`config.mk`:
```
export PLATFORM = sky130hd
export DESIGN_NAME = cpuag_addr_gen
export DESIGN_NICKNAME = d
export VERILOG_FILES = /design/src/rtl/cpuag_pkg.sv /design/src/rtl/cpuag_addr_gen.sv
export SDC_FILE = /design/constraint.sdc
export NUM_CORES = 1
export LEC_CHECK = 0
export ABC_CLOCK_PERIOD_IN_PS = 7700
export BUFFER_PORTS_ARGS = -buffer_cell sky130_fd_sc_hd__buf_2
export CORE_ASPECT_RATIO = 0.7
export CORE_UTILIZATION = 45
export CTS_CLUSTER_DIAMETER = 120
export DETAILED_ROUTE_END_ITERATION = 7
export PLACE_DENSITY = 0.68
export SYNTH_ARGS = -nofsm -noshare
export SYNTH_HDL_FRONTEND = slang
export SYNTH_SLANG_ARGS = --single-unit
```
`constraint.sdc`:
```
create_clock -name clk -period 7.7 [get_ports clk]
set_input_delay 0.385 -clock clk [delete_from_list [all_inputs] [get_ports clk]]
set_output_delay 0.385 -clock clk [all_outputs]
set_load 0.02 [all_outputs]
```
`src/rtl/cpuag_pkg.sv`:
```
// Package of constants and types for the CPU address generation block
`default_nettype none
package cpuag_pkg;
   // ------------------------------------------------------------
   // Widths
   // ------------------------------------------------------------
   localparam int ADDR_W = 16;
   localparam int RF_IDX_W = 5;
   // ------------------------------------------------------------
   // Byte register codes and pair codes
   // ------------------------------------------------------------
   localparam logic [2:0] CODE_X = 3'h0;
   localparam logic [2:0] CODE_A = 3'h1;
   localparam logic [2:0] CODE_C = 3'h2;
   localparam logic [2:0] CODE_B = 3'h3;
   localparam logic [2:0] CODE_E = 3'h4;
   localparam logic [2:0] CODE_D = 3'h5;
   localparam logic [2:0] CODE_L = 3'h6;
   localparam logic [2:0] CODE_H = 3'h7;
   localparam logic [1:0] PAIR_ACC = 2'h0;
   localparam logic [1:0] PAIR_BC = 2'h1;
   localparam logic [1:0] PAIR_SECOND = 2'h2;
   localparam logic [1:0] PAIR_BASE = 2'h3;
   // ------------------------------------------------------------
   // Address map constants
   // ------------------------------------------------------------
   localparam logic [6:0] SHORT_TOP_BITS = 7'h7F;
   localparam logic [7:0] SHORT_SPLIT = 8'h20;
   localparam logic [7:0] SFR_PAGE = 8'hFF;
   localparam logic [7:0] SFR_HOLE_LO = 8'hD0;
   localparam logic [7:0] SFR_HOLE_HI = 8'hDF;
   localparam logic [15:0] BANK_WIN_LO = 16'h8000;
   localparam logic [15:0] BANK_WIN_HI = 16'hBFFF;
   localparam logic [15:0] HSRAM_LO_DEF = 16'hFE20;
   localparam logic [15:0] HSRAM_HI_DEF = 16'hFEFF;
   localparam logic [2:0] PAGE_RESET = 3'h0;
   localparam logic [7:0] OPC_LOAD_A_SECOND = 8'h85;
   // ------------------------------------------------------------
   // Addressing modes and implied operations
   // ------------------------------------------------------------
   typedef enum logic [3:0] {
      MODE_JUMP_ACC, MODE_IMPLIED, MODE_REG8, MODE_REG16, MODE_DIRECT,
      MODE_SHORT, MODE_SFR, MODE_IND_SECOND, MODE_IND_BASE, MODE_BASED,
      MODE_IDX_B, MODE_IDX_C, MODE_STACK
   } cpuag_mode_type;
   typedef enum logic [1:0] {
      IMP_MULTIPLY, IMP_DIVIDE, IMP_ADJUST, IMP_ROTATE
   } cpuag_implied_type;
endpackage
`default_nettype wire

```
`src/rtl/cpuag_addr_gen.sv`:
```
// Address generation unit with general register bank and memory page select
// Summary of operation
// [RULE_01] Jump via accumulator pair loads program counter with that pair.
// [RULE_02] Multiply implicitly reads accumulator byte, writes accumulator pair.
// [RULE_03] Word divide implicitly reads and writes the accumulator pair.
// [RULE_04] Decimal adjust add and subtract implicitly use the accumulator byte.
// [RULE_05] Digit rotate left and right implicitly use the accumulator byte.
// [RULE_06] Implied operations need no operand field; accumulator chosen automatically.
// [RULE_07] Register operand index is bank select flags joined to register code.
// [RULE_08] Bytes 0-7 are X,A,C,B,E,D,L,H; pairs 0-3 accumulator,BC,second,base.
// [RULE_09] Direct mode uses the 16-bit immediate as the address.
// [RULE_10] Short direct reaches the window FE20H to FF1FH by an 8-bit immediate.
// [RULE_11] Short direct bit 8 is 1 for immediates below 20H, else 0.
// [RULE_12] Word short direct operands must sit at even addresses.
// [RULE_13] Special register mode reaches FF00H-FFCFH and FFE0H-FFFFH only.
// [RULE_14] Word special register accesses must sit at even addresses.
// [RULE_15] Register indirect uses second or base pair of the selected bank.
// [RULE_16] Based mode adds zero-extended offset to base pair, carry dropped.
// [RULE_17] Indexed mode adds zero-extended B or C to base pair, carry dropped.
// [RULE_18] Stack mode addresses memory through the stack pointer.
// [RULE_19] Stack pointer must stay inside internal high-speed RAM.
// [RULE_20] Software rewrites page select before reaching another memory bank.
// [RULE_21] Opcode 85H is a load of accumulator byte through the second pair.
// [RULE_22] Page select register clears to zero on reset.
// [RULE_23] Selected bank appears at 8000H-BFFFH; common area always visible.
// [RULE_24] Special register address is FFh above the 8-bit immediate.
// [RULE_25] Short direct address bits 15 to 9 are all ones.
`default_nettype none
module cpuag_addr_gen #(
   parameter logic [15:0] HSRAM_LO = cpuag_pkg::HSRAM_LO_DEF,
   parameter logic [15:0] HSRAM_HI = cpuag_pkg::HSRAM_HI_DEF
) (
   // Clock and reset
   input wire logic clk,
   input wire logic rstn,
   // Request from the instruction decoder
   input wire logic ag_req,
   input wire cpuag_pkg::cpuag_mode_type ag_mode,
   input wire cpuag_pkg::cpuag_implied_type implied_op,
   input wire logic word_access,
   input wire logic opcode_valid,
   input wire logic [7:0] opcode,
   input wire logic [7:0] imm8,
   input wire logic [15:0] imm16,
   input wire logic [2:0] byte_reg_code,
   input wire logic [1:0] pair_reg_code,
   input wire logic reg_bank_sel_lo,
   input wire logic reg_bank_sel_hi,
   input wire logic [15:0] stack_ptr,
   // Register bank write port from execution
   input wire logic rf_wr_en,
   input wire logic rf_wr_pair,
   input wire logic [4:0] rf_wr_index,
   input wire logic [15:0] rf_wr_data,
   // Memory page select write port
   input wire logic page_wr_en,
   input wire logic [2:0] page_wr_data,
   // Address results
   output logic ea_valid,
   output logic [15:0] eff_addr,
   output logic pc_load,
   output logic [15:0] pc_target,
   output logic [4:0] src_reg_index,
   output logic [4:0] dst_reg_index,
   output logic dst_is_pair,
   output logic load_acc_second,
   // Faults and memory bank view
   output logic align_fault,
   output logic sfr_hole_fault,
   output logic stack_fault,
   output logic [2:0] mem_page,
   output logic banked_access
);
   // ------------------------------------------------------------
   // Helpers
   // ------------------------------------------------------------
   // Index of a byte register within the four banks
   function automatic logic [4:0] byte_index(input logic [1:0] bank, input logic [2:0] code);
      byte_index = {bank, code};
   endfunction

   // Low byte index of a register pair
   function automatic logic [4:0] pair_index(input logic [1:0] bank, input logic [1:0] pn);
      pair_index = {bank, pn, 1'b0};
   endfunction

   logic [7:0] rf_reg [0:31];
   logic [7:0] rf_next [0:31];
   logic [2:0] page_reg, page_next;
   logic ea_valid_reg, ea_valid_next, pc_load_reg, pc_load_next;
   logic [15:0] ea_reg, ea_next, pc_reg, pc_next;
   logic [4:0] src_reg, src_next, dst_reg, dst_next;
   logic dpair_reg, dpair_next, lda_reg, lda_next;
   logic align_reg, align_next, hole_reg, hole_next, stk_reg, stk_next;
   logic [1:0] bank_sel;
   logic [15:0] acc_pair, second_pair, base_pair;
   logic [7:0] reg_b, reg_c;
   logic is_85;

   assign bank_sel = {reg_bank_sel_hi, reg_bank_sel_lo}; // RULE_07
   // Pair contents: high byte at odd index, low byte at even index
   assign acc_pair = {rf_reg[byte_index(bank_sel, cpuag_pkg::CODE_A)],
                      rf_reg[byte_index(bank_sel, cpuag_pkg::CODE_X)]}; // RULE_08
   assign second_pair = {rf_reg[byte_index(bank_sel, cpuag_pkg::CODE_D)],
                         rf_reg[byte_index(bank_sel, cpuag_pkg::CODE_E)]}; // RULE_15
   assign base_pair = {rf_reg[byte_index(bank_sel, cpuag_pkg::CODE_H)],
                       rf_reg[byte_index(bank_sel, cpuag_pkg::CODE_L)]}; // RULE_15
   assign reg_b = rf_reg[byte_index(bank_sel, cpuag_pkg::CODE_B)];
   assign reg_c = rf_reg[byte_index(bank_sel, cpuag_pkg::CODE_C)];
   assign is_85 = opcode_valid && (opcode == cpuag_pkg::OPC_LOAD_A_SECOND); // RULE_21

   // ------------------------------------------------------------
   // Register bank and page select
   // ------------------------------------------------------------
   // Byte or pair write into the register bank; page select write
   always_comb begin
      for (int i = 0; i < 32; i++) begin
         rf_next[i] = rf_reg[i];
      end
      if (rf_wr_en) begin
         if (rf_wr_pair) begin
            rf_next[{rf_wr_index[4:1], 1'b0}] = rf_wr_data[7:0];
            rf_next[{rf_wr_index[4:1], 1'b1}] = rf_wr_data[15:8];
         end else begin
            rf_next[rf_wr_index] = rf_wr_data[7:0];
         end
      end
      page_next = page_wr_en ? page_wr_data : page_reg;
   end

   always_ff @(posedge clk or negedge rstn) begin
      if (!rstn) begin
         for (int i = 0; i < 32; i++) begin
            rf_reg[i] <= 8'h00;
         end
         page_reg <= cpuag_pkg::PAGE_RESET; // RULE_22
      end else begin
         for (int i = 0; i < 32; i++) begin
            rf_reg[i] <= rf_next[i];
         end
         page_reg <= page_next;
      end
   end

   // ------------------------------------------------------------
   // Address formation
   // ------------------------------------------------------------
   // One result per request, registered one cycle after it
   always_comb begin
      ea_valid_next = ag_req;
      pc_load_next = 1'b0;
      ea_next = ea_reg;
      pc_next = pc_reg;
      src_next = src_reg;
      dst_next = dst_reg;
      dpair_next = dpair_reg;
      lda_next = 1'b0;
      align_next = 1'b0;
      hole_next = 1'b0;
      stk_next = 1'b0;
      if (ag_req && is_85) begin
         ea_next = second_pair; // RULE_21
         dst_next = byte_index(bank_sel, cpuag_pkg::CODE_A);
         dpair_next = 1'b0;
         lda_next = 1'b1;
      end else if (ag_req) begin
         unique case (ag_mode)
            cpuag_pkg::MODE_JUMP_ACC: begin
               pc_load_next = 1'b1; // RULE_01
               pc_next = acc_pair;
            end
            cpuag_pkg::MODE_IMPLIED: begin
               // No operand field: accumulator indices are built here
               src_next = byte_index(bank_sel, cpuag_pkg::CODE_A); // RULE_06
               dst_next = pair_index(bank_sel, cpuag_pkg::PAIR_ACC);
               dpair_next = 1'b1;
               unique case (implied_op)
                  cpuag_pkg::IMP_MULTIPLY: begin
                     src_next = byte_index(bank_sel, cpuag_pkg::CODE_A); // RULE_02
                  end
                  cpuag_pkg::IMP_DIVIDE: begin
                     src_next = pair_index(bank_sel, cpuag_pkg::PAIR_ACC); // RULE_03
                  end
                  cpuag_pkg::IMP_ADJUST, cpuag_pkg::IMP_ROTATE: begin
                     dst_next = byte_index(bank_sel, cpuag_pkg::CODE_A); // RULE_04 RULE_05
                     dpair_next = 1'b0;
                  end
               endcase
            end
            cpuag_pkg::MODE_REG8: begin
               dst_next = byte_index(bank_sel, byte_reg_code); // RULE_07
               dpair_next = 1'b0;
            end
            cpuag_pkg::MODE_REG16: begin
               dst_next = pair_index(bank_sel, pair_reg_code); // RULE_08
               dpair_next = 1'b1;
            end
            cpuag_pkg::MODE_DIRECT: begin
               ea_next = imm16; // RULE_09
            end
            cpuag_pkg::MODE_SHORT: begin
               ea_next = {cpuag_pkg::SHORT_TOP_BITS, imm8 < cpuag_pkg::SHORT_SPLIT, imm8}; // RULE_10 RULE_11 RULE_25
               align_next = word_access && imm8[0]; // RULE_12
            end
            cpuag_pkg::MODE_SFR: begin
               ea_next = {cpuag_pkg::SFR_PAGE, imm8}; // RULE_24
               hole_next = (imm8 >= cpuag_pkg::SFR_HOLE_LO) && (imm8 <= cpuag_pkg::SFR_HOLE_HI); // RULE_13
               align_next = word_access && imm8[0]; // RULE_14
            end
            cpuag_pkg::MODE_IND_SECOND: begin
               ea_next = second_pair; // RULE_15
            end
            cpuag_pkg::MODE_IND_BASE: begin
               ea_next = base_pair; // RULE_15
            end
            cpuag_pkg::MODE_BASED: begin
               ea_next = base_pair + {8'h00, imm8}; // RULE_16
            end
            cpuag_pkg::MODE_IDX_B: begin
               ea_next = base_pair + {8'h00, reg_b}; // RULE_17
            end
            cpuag_pkg::MODE_IDX_C: begin
               ea_next = base_pair + {8'h00, reg_c}; // RULE_17
            end
            cpuag_pkg::MODE_STACK: begin
               ea_next = stack_ptr; // RULE_18
               stk_next = (stack_ptr < HSRAM_LO) || (stack_ptr > HSRAM_HI); // RULE_19
            end
            default: begin
               ea_valid_next = 1'b0;
            end
         endcase
      end
   end

   always_ff @(posedge clk or negedge rstn) begin
      if (!rstn) begin
         ea_valid_reg <= 1'b0;
         pc_load_reg <= 1'b0;
         ea_reg <= 16'h0000;
         pc_reg <= 16'h0000;
         src_reg <= 5'h00;
         dst_reg <= 5'h00;
         dpair_reg <= 1'b0;
         lda_reg <= 1'b0;
         align_reg <= 1'b0;
         hole_reg <= 1'b0;
         stk_reg <= 1'b0;
      end else begin
         ea_valid_reg <= ea_valid_next;
         pc_load_reg <= pc_load_next;
         ea_reg <= ea_next;
         pc_reg <= pc_next;
         src_reg <= src_next;
         dst_reg <= dst_next;
         dpair_reg <= dpair_next;
         lda_reg <= lda_next;
         align_reg <= align_next;
         hole_reg <= hole_next;
         stk_reg <= stk_next;
      end
   end

   // ------------------------------------------------------------
   // Outputs
   // ------------------------------------------------------------
   // Bank view: the page only applies inside the banked window
   assign banked_access = (ea_reg >= cpuag_pkg::BANK_WIN_LO) && (ea_reg <= cpuag_pkg::BANK_WIN_HI); // RULE_23
   assign mem_page = page_reg; // RULE_20
   assign ea_valid = ea_valid_reg;
   assign eff_addr = ea_reg;
   assign pc_load = pc_load_reg;
   assign pc_target = pc_reg;
   assign src_reg_index = src_reg;
   assign dst_reg_index = dst_reg;
   assign dst_is_pair = dpair_reg;
   assign load_acc_second = lda_reg;
   assign align_fault = align_reg;
   assign sfr_hole_fault = hole_reg;
   assign stack_fault = stk_reg;
endmodule
`default_nettype wire

```
Word-level counts from Yosys, hierarchy flattened
Index checks and enable logic that the tools add are counted.
Cells by class
  muxes and demuxes: 62
  reductions and logical operators: 20
  equal/unequal tests: 16
  $add $sub $neg: 3
  bitwise operators: 12
  order comparisons: 21
Operators by type and width (number)
  bitwise mux 256 bit: 3
  binary-select mux 8 bit (select 5 bit): 8
  2-to-1 mux 256 bit: 1
  2-to-1 mux 8 bit: 19
  one-hot mux 16 bit (9 select lines): 1
  demux 8 bit (select 5 bit): 3
  greater-or-equal comparator 6 bit (second input constant): 11
  NOT 5 -> 6 bit: 11
  adder 16 x 8 -> 16 bit: 3
  2-to-1 mux 16 bit: 2
  2-to-1 mux 1 bit: 21
  == test 4 bit (second input constant): 5
  less-than comparator 6 x 1 -> 1 bit (second input constant): 3
  == test 4 x 3 -> 1 bit (second input constant): 4
  greater-or-equal comparator 16 bit (second input constant): 1
  > comparator 16 bit (second input constant): 1
  less-or-equal comparator 16 bit (second input constant): 1
  less-than comparator 16 bit (second input constant): 1
  one-hot mux 5 bit (3 select lines): 1
  OR reduction 13 bit: 1
  2-to-1 mux 5 bit: 2
  nonzero test 10 bit: 1
  == test 4 x 2 -> 1 bit (second input constant): 2
  == test 8 bit (second input constant): 1
  other kinds (16): 27
Word-level totals
  output and inout bits: 53
  bits of input ports: 93
  register bits: 308
  logic and storage cells: 178

Logic depth before layout (Yosys ltp)
Gate-level depths: netlist of the first run.
  depth in word-level cells: 8
  depth in mapped cells: 16

Worst setup path before layout of the first run
OpenSTA, ideal clock, no wires.
  path kind: in2reg
  start point: input reg_bank_sel_lo
  end point: register ea_reg[8] (netlist: eff_addr[8])
  stages: 14
  path buffers: 3
  path slack: 4398 ps
  arrival time: 3174 ps
  path through: buf_6 > buf_6 > buf_4 > mux4_2 > mux2i_1 > o21ai_0 > ha_1 > fa_1 > a211oi_1 > o21ai_0 > nand3_1 > xnor2_1 > a221oi_1 > o21ai_1
Between the ends
  longest elaborated chain between the ends: 8
Ends and longest elaborated chain
  start: declaration: RTL line cpuag_addr_gen.sv:47  | input wire logic reg_bank_sel_lo,
  NOT 5 -> 6 bit (on tied branches)
  binary-select mux 8 bit (select 5 bit) (on tied branches)
  2-to-1 mux 8 bit (on tied branches) (2 in series)
  adder 16 x 8 -> 16 bit (on tied branches): RTL line cpuag_addr_gen.sv:223, cpuag_addr_gen.sv:217, cpuag_addr_gen.sv:220
  one-hot mux 16 bit (9 select lines): RTL line cpuag_addr_gen.sv:167  | unique case (ag_mode)
  2-to-1 mux 16 bit: RTL line cpuag_addr_gen.sv:166  | end else if (ag_req) begin
  2-to-1 mux 16 bit (*): RTL line cpuag_addr_gen.sv:161  | if (ag_req && is_85) begin
  end signal: assignment: RTL line cpuag_addr_gen.sv:252  | ea_reg <= ea_next;
  end: declaration: RTL line cpuag_addr_gen.sv:91  | logic [15:0] ea_reg, ea_next, pc_reg, pc_next;
Every way passes the cells marked *; elsewhere a longest branch is shown, timed or not. The select of a mux whose other input is x is not followed.
A chain may end at the register's enable or synchronous reset.

Worst setup path after layout of the first run
  start point: input reg_bank_sel_hi
  end point: register ea_reg[9] (netlist: eff_addr[9])
Between the ends
  longest elaborated chain between the ends: 8
Ends and longest elaborated chain
  start: declaration: RTL line cpuag_addr_gen.sv:48  | input wire logic reg_bank_sel_hi,
  NOT 5 -> 6 bit (on tied branches)
  binary-select mux 8 bit (select 5 bit) (on tied branches)
  2-to-1 mux 8 bit (on tied branches) (2 in series)
  adder 16 x 8 -> 16 bit (on tied branches): RTL line cpuag_addr_gen.sv:223, cpuag_addr_gen.sv:217, cpuag_addr_gen.sv:220
  one-hot mux 16 bit (9 select lines): RTL line cpuag_addr_gen.sv:167
  2-to-1 mux 16 bit: RTL line cpuag_addr_gen.sv:166
  2-to-1 mux 16 bit (*): RTL line cpuag_addr_gen.sv:161
Marked as above.

==> results of run 1 <==
-- per-stage QoR --
step / hold WS [ns] / total power [mW] / instance area, um^2 / cells
CTS: 0.04867 / 4.765 / 16600 / 1796
floorplan: 0.08941 / 2.945 / 14640 / 1239
global placement: 0.4523 / 3.273 / 15620 / 1740
finish: 0.06463 / 4.742 / 16600 / 1797
global route: 0.06596 / 4.982 / 16600 / 1797
detailed placement: 0.4757 / 3.324 / 15620 / 1740
-- Yosys cell counts, types with 4 or more instances --
cell / instances
a211oi_1: 4
a21o_1: 6
a21oi_1: 155
a22o_1: 4
a22oi_1: 14
and3_1: 9
buf_2: 21
buf_4: 5
buf_6: 8
clkbuf_1: 42
dfrtp_1: 306
ha_1: 8
inv_1: 11
mux2_2: 150
mux2i_1: 13
mux4_1: 6
mux4_2: 58
nand2_1: 52
nand2b_1: 5
nand3_1: 24
nand4_1: 4
nor2_1: 172
nor2_2: 9
nor2b_1: 9
nor3_1: 7
o211ai_1: 9
o21ai_0: 50
o21ai_1: 5
xnor2_1: 12
-- final timing paths --
check | startpoint | to | cells after the start
worst max register to register | rf_reg[97] | eff_addr[9] | 10
worst max-delay path | reg_bank_sel_hi | eff_addr[9] | 13
max in group asynchronous | rstn | rf_reg[193] | 3
worst min register to register | dst_reg_index[4] | dst_reg_index[4] | 2
min in group asynchronous | rstn | rf_reg[8] | 2
worst min-delay path | page_wr_data[2] | mem_page[2] | 2
-- layer usage --
layer | global-route usage (%) | vias to the layer above | share of wire (%)
met5 | 0 | - | 0.059
met2 | 33.92 | 460 | 42
met4 | 4.963 | 4 | 2.1
met3 | 5.731 | 56 | 8.9
li1 | - | 4719 | -
met1 | 35.79 | 5259 | 47
-- cells by family after synthesis --
| family | after synthesis | synth area share (%) |
|---|---|---|
| AO/OA/AOI/OAI | 278 | 10.90 |
| other | 1 | 0.02563 |
| adder cells (fa/ha/maj) | 10 | 0.8892 |
| flip-flops | 306 | 52.33 |
| multiplexers | 227 | 22.43 |
| buffers and inverters | 92 | 3.155 |
| AND/OR/NAND/NOR | 310 | 9.431 |
| XOR/XNOR | 14 | 0.8379 |
-- power by group through the flow --
stage / clock network [mW] / logic [mW] / registers [mW]
6_report: 1.43 / 1.11 / 2.20
2_1_floorplan: 0 / 0.726 / 2.22
5_1_grt: 1.53 / 1.21 / 2.24
4_1_cts: 1.46 / 1.11 / 2.19
3_3_place_gp: 0 / 1.07 / 2.20
3_5_place_dp: 0 / 1.10 / 2.22
-- area by class of cell --
type                       count  area share (%)
antenna                        1         0.01507
clock buffer                  42           5.095
clock inverter                13          0.7462
inverter                      13          0.2939
multi-input combinational    841           39.27
sequential                   306           46.13
tap                          420           3.166
timing repair buffer         161           5.291
-- worst reg2reg max path: stages (launching register included) --
cell and delay, ns:
dfrtp_1 0.39, mux4_2 0.46, mux2i_1 0.27, o21ai_0 0.21, ha_1 0.37, a211oi_1 0.38, o211ai_1 0.20, a31oi_1 0.41
nor2b_1 0.11, xnor2_1 0.14, o2111ai_1 0.22
-- timing repair --
action	4_1_cts	5_1_grt
hold endpoints to repair	118	0
endpoints found under the setup margin	0	0
hold buffers	1	0
==> impl_metrics.env, run 1 <==
export IMPL_portBuffers=143
export IMPL_numCtsBuffers=30
export IMPL_htree_num_levels=1
export IMPL_ys_seq_area_share_pct=52.33
export IMPL_synth_cell_types=69
export IMPL_register_area_um2=7657
export IMPL_cp_slowest_cell="buf_4"
export IMPL_r2r_setup_slack_ns=4.45
export IMPL_p_leak_nw=7.317
export IMPL_grt_overflow=0
export IMPL_grt_pass1_vias=10387
export IMPL_die_height_um=152.9
export IMPL_fin_crit_ns=3.670
export IMPL_drtIter0Drc=1086
export IMPL_syn_area_um2=14630
export IMPL_largest_reg_flops=256
export IMPL_drive_above_1_share_pct=31.69
export IMPL_postCtsSetupBuffers=0
export IMPL_vias=10498
export IMPL_cts_resized=0
export IMPL_cp_num_buf_inv=3
export IMPL_synth_warnings=0
export IMPL_seqPwrFrac_pct=46.4
export IMPL_area_growth_pct=13.44
export IMPL_firstDrtPassIters=5
export IMPL_synth_edf_count=0
export IMPL_setup_viol=0
export IMPL_setup_tns_ns=0
export IMPL_cp_data_arrival_time_ns=4.14
export IMPL_switchingPower_mw=1.413
export IMPL_pin_count=146
export IMPL_synthFlopType="dfrtp_1"
export IMPL_internal_power_mw=3.329
export IMPL_dp_slack_ns=3.488
export IMPL_fin_crit_sh_pct=47.67
export IMPL_avgRoutedWirePerCell_um=21.55
export IMPL_path_delay_family="compound AO/OA/AOI/OAI gates"
export IMPL_finalHoldViolations=0
export IMPL_die_x_um=217.5
export IMPL_crit_path_cell_trace="buf_2 -> buf_4 -> buf_4 -> mux4_2 -> mux2i_1 -> o21ai_0 -> ha_1 -> a211oi_1 -> o211ai_1 -> a31oi_1 -> nor2b_1 -> xnor2_1 -> o2111ai_1"
export IMPL_drc=0
export IMPL_rsz0062_at_grt="no"
export IMPL_slew_viol_final=0
export IMPL_post_synth_cell_area_avg_um2=11.82
export IMPL_synth_top_area_share_pct=52.33
export IMPL_fmax_mhz=272.5
export IMPL_tightest_slew_ns=1.256
export IMPL_core_um2=31550
export IMPL_power_frac_clock_pct=30.2
export IMPL_final_nets=1455
export IMPL_startpoint_type="primary input"
export IMPL_swShare_pct=29.79
export IMPL_relSlewSlack_pct=15.99
export IMPL_ys_ff_latch=306
export IMPL_cts_sinks=306
export IMPL_setup_slack_ns=4.030
export IMPL_hpwl_um=26670
export IMPL_multi_input_area_um2=6519
export IMPL_synth_top_area_cell="dfrtp_1"
export IMPL_critPathMaxStageDelay_ns=0.60
export IMPL_hold_path_class="primary input to register"
export IMPL_clock_latency_ns=0.57
export IMPL_p_per_area_nw_per_um2=285.7
export IMPL_cts_tree="built"
export IMPL_critPathCaptureType="register"
export IMPL_crit_type="primary input to register"
export IMPL_cts_root_buf="clkbuf_16"
export IMPL_antenna_found_initial=3
export IMPL_clk_pin_slew_ns=0.07
export IMPL_layout_common_cells="dfrtp_1, nor2_1, a21oi_1, mux2_2, buf_2"
export IMPL_comb_power_share_pct=23.4
export IMPL_synth_area_leaders="dfrtp_1, mux2_2, mux4_2"
export IMPL_async_flop_share_pct=100.0
export IMPL_start_util_pct=46.38
export IMPL_ant_nets=0
export IMPL_vias_per_cell=5.842
export IMPL_syn_inst=1238
export IMPL_maxCapViolCount=0
export IMPL_grt_max_degree=125
export IMPL_place_gp_congestion=0.9191
export IMPL_required_ns=8.17
export IMPL_fillers=2719
export IMPL_vdd_drop_max_mv=0.1380
export IMPL_grt_pass1_wl_um=60730
export IMPL_dieArea_um2=33260
export IMPL_utilization_pct=52.61
export IMPL_status="finished clean"
export IMPL_wl_um=38720
export IMPL_clock_tree_buffer_depth=3
export IMPL_std_cell_rows=54
export IMPL_finalClockSkew_ns=0.01865
export IMPL_cp_common_cell="buf_4"
export IMPL_grt_usage_pct=23.50
export IMPL_mostFrequentLayoutCell="dfrtp_1"
export IMPL_worstPathMaxFanout=42
Power figures use the tool's default switching activity.
==> run 2, diff against run 1 <==
Settings changed: ABC_AREA set to 1, ABC_CLOCK_PERIOD_IN_PS 7700 to 3700.
Clock period 7.7 ns to 3.7 ns, I/O delays scaled along.
==> impl_metrics.env, run 2 <==
export IMPL_drtIter0Drc=1369
export IMPL_mostFrequentLayoutCell="nand2_1"
export IMPL_holdWs_ns=0.01573
export IMPL_drive_above_1_share_pct=12.34
export IMPL_fillers=3073
export IMPL_synthFlopType="dfrtp_1"
export IMPL_synth_cell_types=48
export IMPL_finalHoldViolations=0
export IMPL_clock_tree_buffer_depth=3
export IMPL_reg2reg_to="eff_addr[10]"
export IMPL_htree_num_levels=1
export IMPL_hold_start="rf_wr_data[10]"
export IMPL_synth_top_area_share_pct=51.49
export IMPL_required_ns=4.16
export IMPL_vias_per_cell=5.501
export IMPL_postCtsSetupBuffers=0
export IMPL_firstDrtPassIters=6
export IMPL_utilization_pct=52.46
export IMPL_drc=0
export IMPL_cp_num_buf_inv=1
export IMPL_synth_area_leaders="dfrtp_1, nand2_1, o21ai_0"
export IMPL_startpoint_type="register"
export IMPL_cts_root_buf="clkbuf_16"
export IMPL_async_flop_share_pct=100.0
export IMPL_dp_slack_ns=0.7743
export IMPL_wl_um=43050
export IMPL_vias=13455
export IMPL_slew_viol_final=0
export IMPL_path_delay_family="simple AND/OR/NAND/NOR gates"
export IMPL_p_leak_nw=8.157
export IMPL_placed_cell_area_um2=15730
export IMPL_ys_ff_latch=306
export IMPL_synth_warnings=0
export IMPL_hpwl_um=29310
export IMPL_antenna_found_initial=1
export IMPL_maxCapViolCount=0
export IMPL_crit_type="register to register"
export IMPL_dieArea_um2=33790
export IMPL_critPathMaxStageDelay_ns=0.40
export IMPL_setup_viol=0
export IMPL_die_x_um=219.3
export IMPL_ys_seq_area_share_pct=51.49
export IMPL_grt_pass1_wl_um=68500
export IMPL_synth_edf_count=0
export IMPL_vdd_drop_max_mv=0.3953
export IMPL_min_to="rf_reg[242]"
export IMPL_grt_pass1_vias=12460
export IMPL_cp_common_cell="nand2_1"
export IMPL_portBuffers=143
export IMPL_worstPathMaxFanout=5
export IMPL_r2r_setup_slack_ns=0.96
export IMPL_setup_slack_ns=0.9620
export IMPL_cts_tree="built"
export IMPL_fin_crit_ns=2.738
export IMPL_cts_sinks=306
export IMPL_status="finished clean"
export IMPL_post_synth_cell_area_avg_um2=7.910
export IMPL_crit_path_cell_trace="o21ai_0 -> o22ai_1 -> nand2_1 -> o211ai_1 -> ha_1 -> fa_1 -> nand2_1 -> nand2_1 -> o21ai_0 -> inv_1 -> nand2_1 -> nand2_1 -> nand2_1 -> nand2_1 -> nand3_1 -> nand3_1 -> a21oi_1 -> nor2_1"
export IMPL_ant_nets=0
export IMPL_hold_path_class="primary input to register"
export IMPL_std_cell_rows=55
export IMPL_critPathCaptureType="register"
export IMPL_fmax_mhz=365.2
export IMPL_synth_top_area_cell="dfrtp_1"
export IMPL_relSlewSlack_pct=45.65
export IMPL_avgRoutedWirePerCell_um=17.60
export IMPL_finalClockSkew_ns=0.01965
export IMPL_yosysMostFrequentCell="nand2_1"
export IMPL_fin_crit_sh_pct=74.00
export IMPL_layout_common_cells="nand2_1, o21ai_0, dfrtp_1, nor2_1, buf_2"
export IMPL_cp_slowest_cell="dfrtp_1"
export IMPL_rr_worst_depth=18
export IMPL_start_util_pct=45.88
export IMPL_clock_latency_ns=0.58
export IMPL_core_um2=32410
export IMPL_syn_inst=1880
export IMPL_holdPathStages=5
export IMPL_rsz0062_at_grt="no"
export IMPL_p_per_area_nw_per_um2=539.5
export IMPL_tightest_slew_ns=0.8152
export IMPL_fin_area_um2=17000
export IMPL_clk_pin_slew_ns=0.07
export IMPL_setup_tns_ns=0
export IMPL_largest_reg_flops=256
export IMPL_syn_area_um2=14870
export IMPL_die_height_um=154.1
export IMPL_yosys_top_cells_count="nand2_1, o21ai_0, dfrtp_1, nor2_1, inv_1"
export IMPL_cp_data_arrival_time_ns=3.20
export IMPL_pin_count=146
export IMPL_area_growth_pct=14.35
export IMPL_grt_overflow=0
export IMPL_grt_usage_pct=25.52
export IMPL_final_nets=2100
export IMPL_r2r_start="rf_reg[96]"
export IMPL_place_gp_congestion=0.9308
export IMPL_numCtsBuffers=31
export IMPL_grt_max_degree=103
run 2: worst register-to-register path: cells and delay by family, from the launching register on:
kind            cells  cell delay, ns
compound gates      5            0.62
buf+inv             1            0.11
flops               1            0.40
simple gates       10            0.86
fa+ha+maj           2            0.64
run 2: how the worst max path moves through the flow:
stage / slack (ns) / end / start / depth (start not counted)
6_report: 0.96 / eff_addr[10] / rf_reg[96] / 18
5_1_grt: 0.71 / eff_addr[10] / rf_reg[96] / 18
4_1_cts: 1.01 / eff_addr[10] / rf_reg[96] / 18
3_5_place_dp: 0.77 / eff_addr[14] / reg_bank_sel_hi / 21
3_3_place_gp: 0.83 / eff_addr[14] / reg_bank_sel_hi / 21
2_1_floorplan: 0.95 / eff_addr[10] / reg_bank_sel_lo / 23
run 2: kinds of logic after synthesis:
| logic type | count (synthesis) | synth area share [%] |
|---|---|---|
| xor gates and xnor gates | 1 | 0.05891 |
| buffers and inverters | 210 | 6.386 |
| and+or+nand+nor | 823 | 22.15 |
| DFF | 306 | 51.49 |
| other | 1 | 0.02522 |
| adders and majority gates | 9 | 0.8078 |
| AOI/OAI and AO/OA | 527 | 18.85 |
| muxes | 3 | 0.2272 |
run 2: power breakdown:
| group | total (mW) | internal [mW] | leakage, nW | switching [mW] |
|---|---|---|---|---|
| clock | 3.05 | 1.74 | 0.473 | 1.31 |
| sequential | 4.37 | 4.01 | 3.92 | 0.362 |
| combinational | 1.75 | 0.637 | 3.76 | 1.11 |
run 2: per-stage QoR:
step,power (mW),std cells
4_1_cts,9.219,2445
6_report,9.173,2446
5_1_grt,9.648,2446
3_3_place_gp,6.065,2361
2_1_floorplan,5.506,1881
3_5_place_dp,6.129,2361
run 2: final cells by class:
type                    count  area (um^2)  share of cell area (%)
diodes                      1        2.502                 0.01472
clock buffers              47        905.9                   5.327
clock inverters             6        57.56                  0.3385
inverters                 104        395.4                   2.325
multi-input cells        1365         6267                   36.86
flip-flops and latches    306         7657                   45.03
well taps                 427        534.3                   3.142
repair buffers            190         1184                   6.961
run 2: what timing repair did:
action,4_1_cts,5_1_grt
hold buffers,31,0
resized for setup,0,0
endpoints found under the hold margin,119,0
run 2: routing by layer:
metal	share of wire, %	vias up	GRT usage, %	wire [um]
met2	45	450	38.86	19380
met4	2.1	0	5.919	905
li1	-	6414	-	-
met5	0	-	0	0
met3	5.9	67	3.442	2531
met1	47	6524	38.38	20230
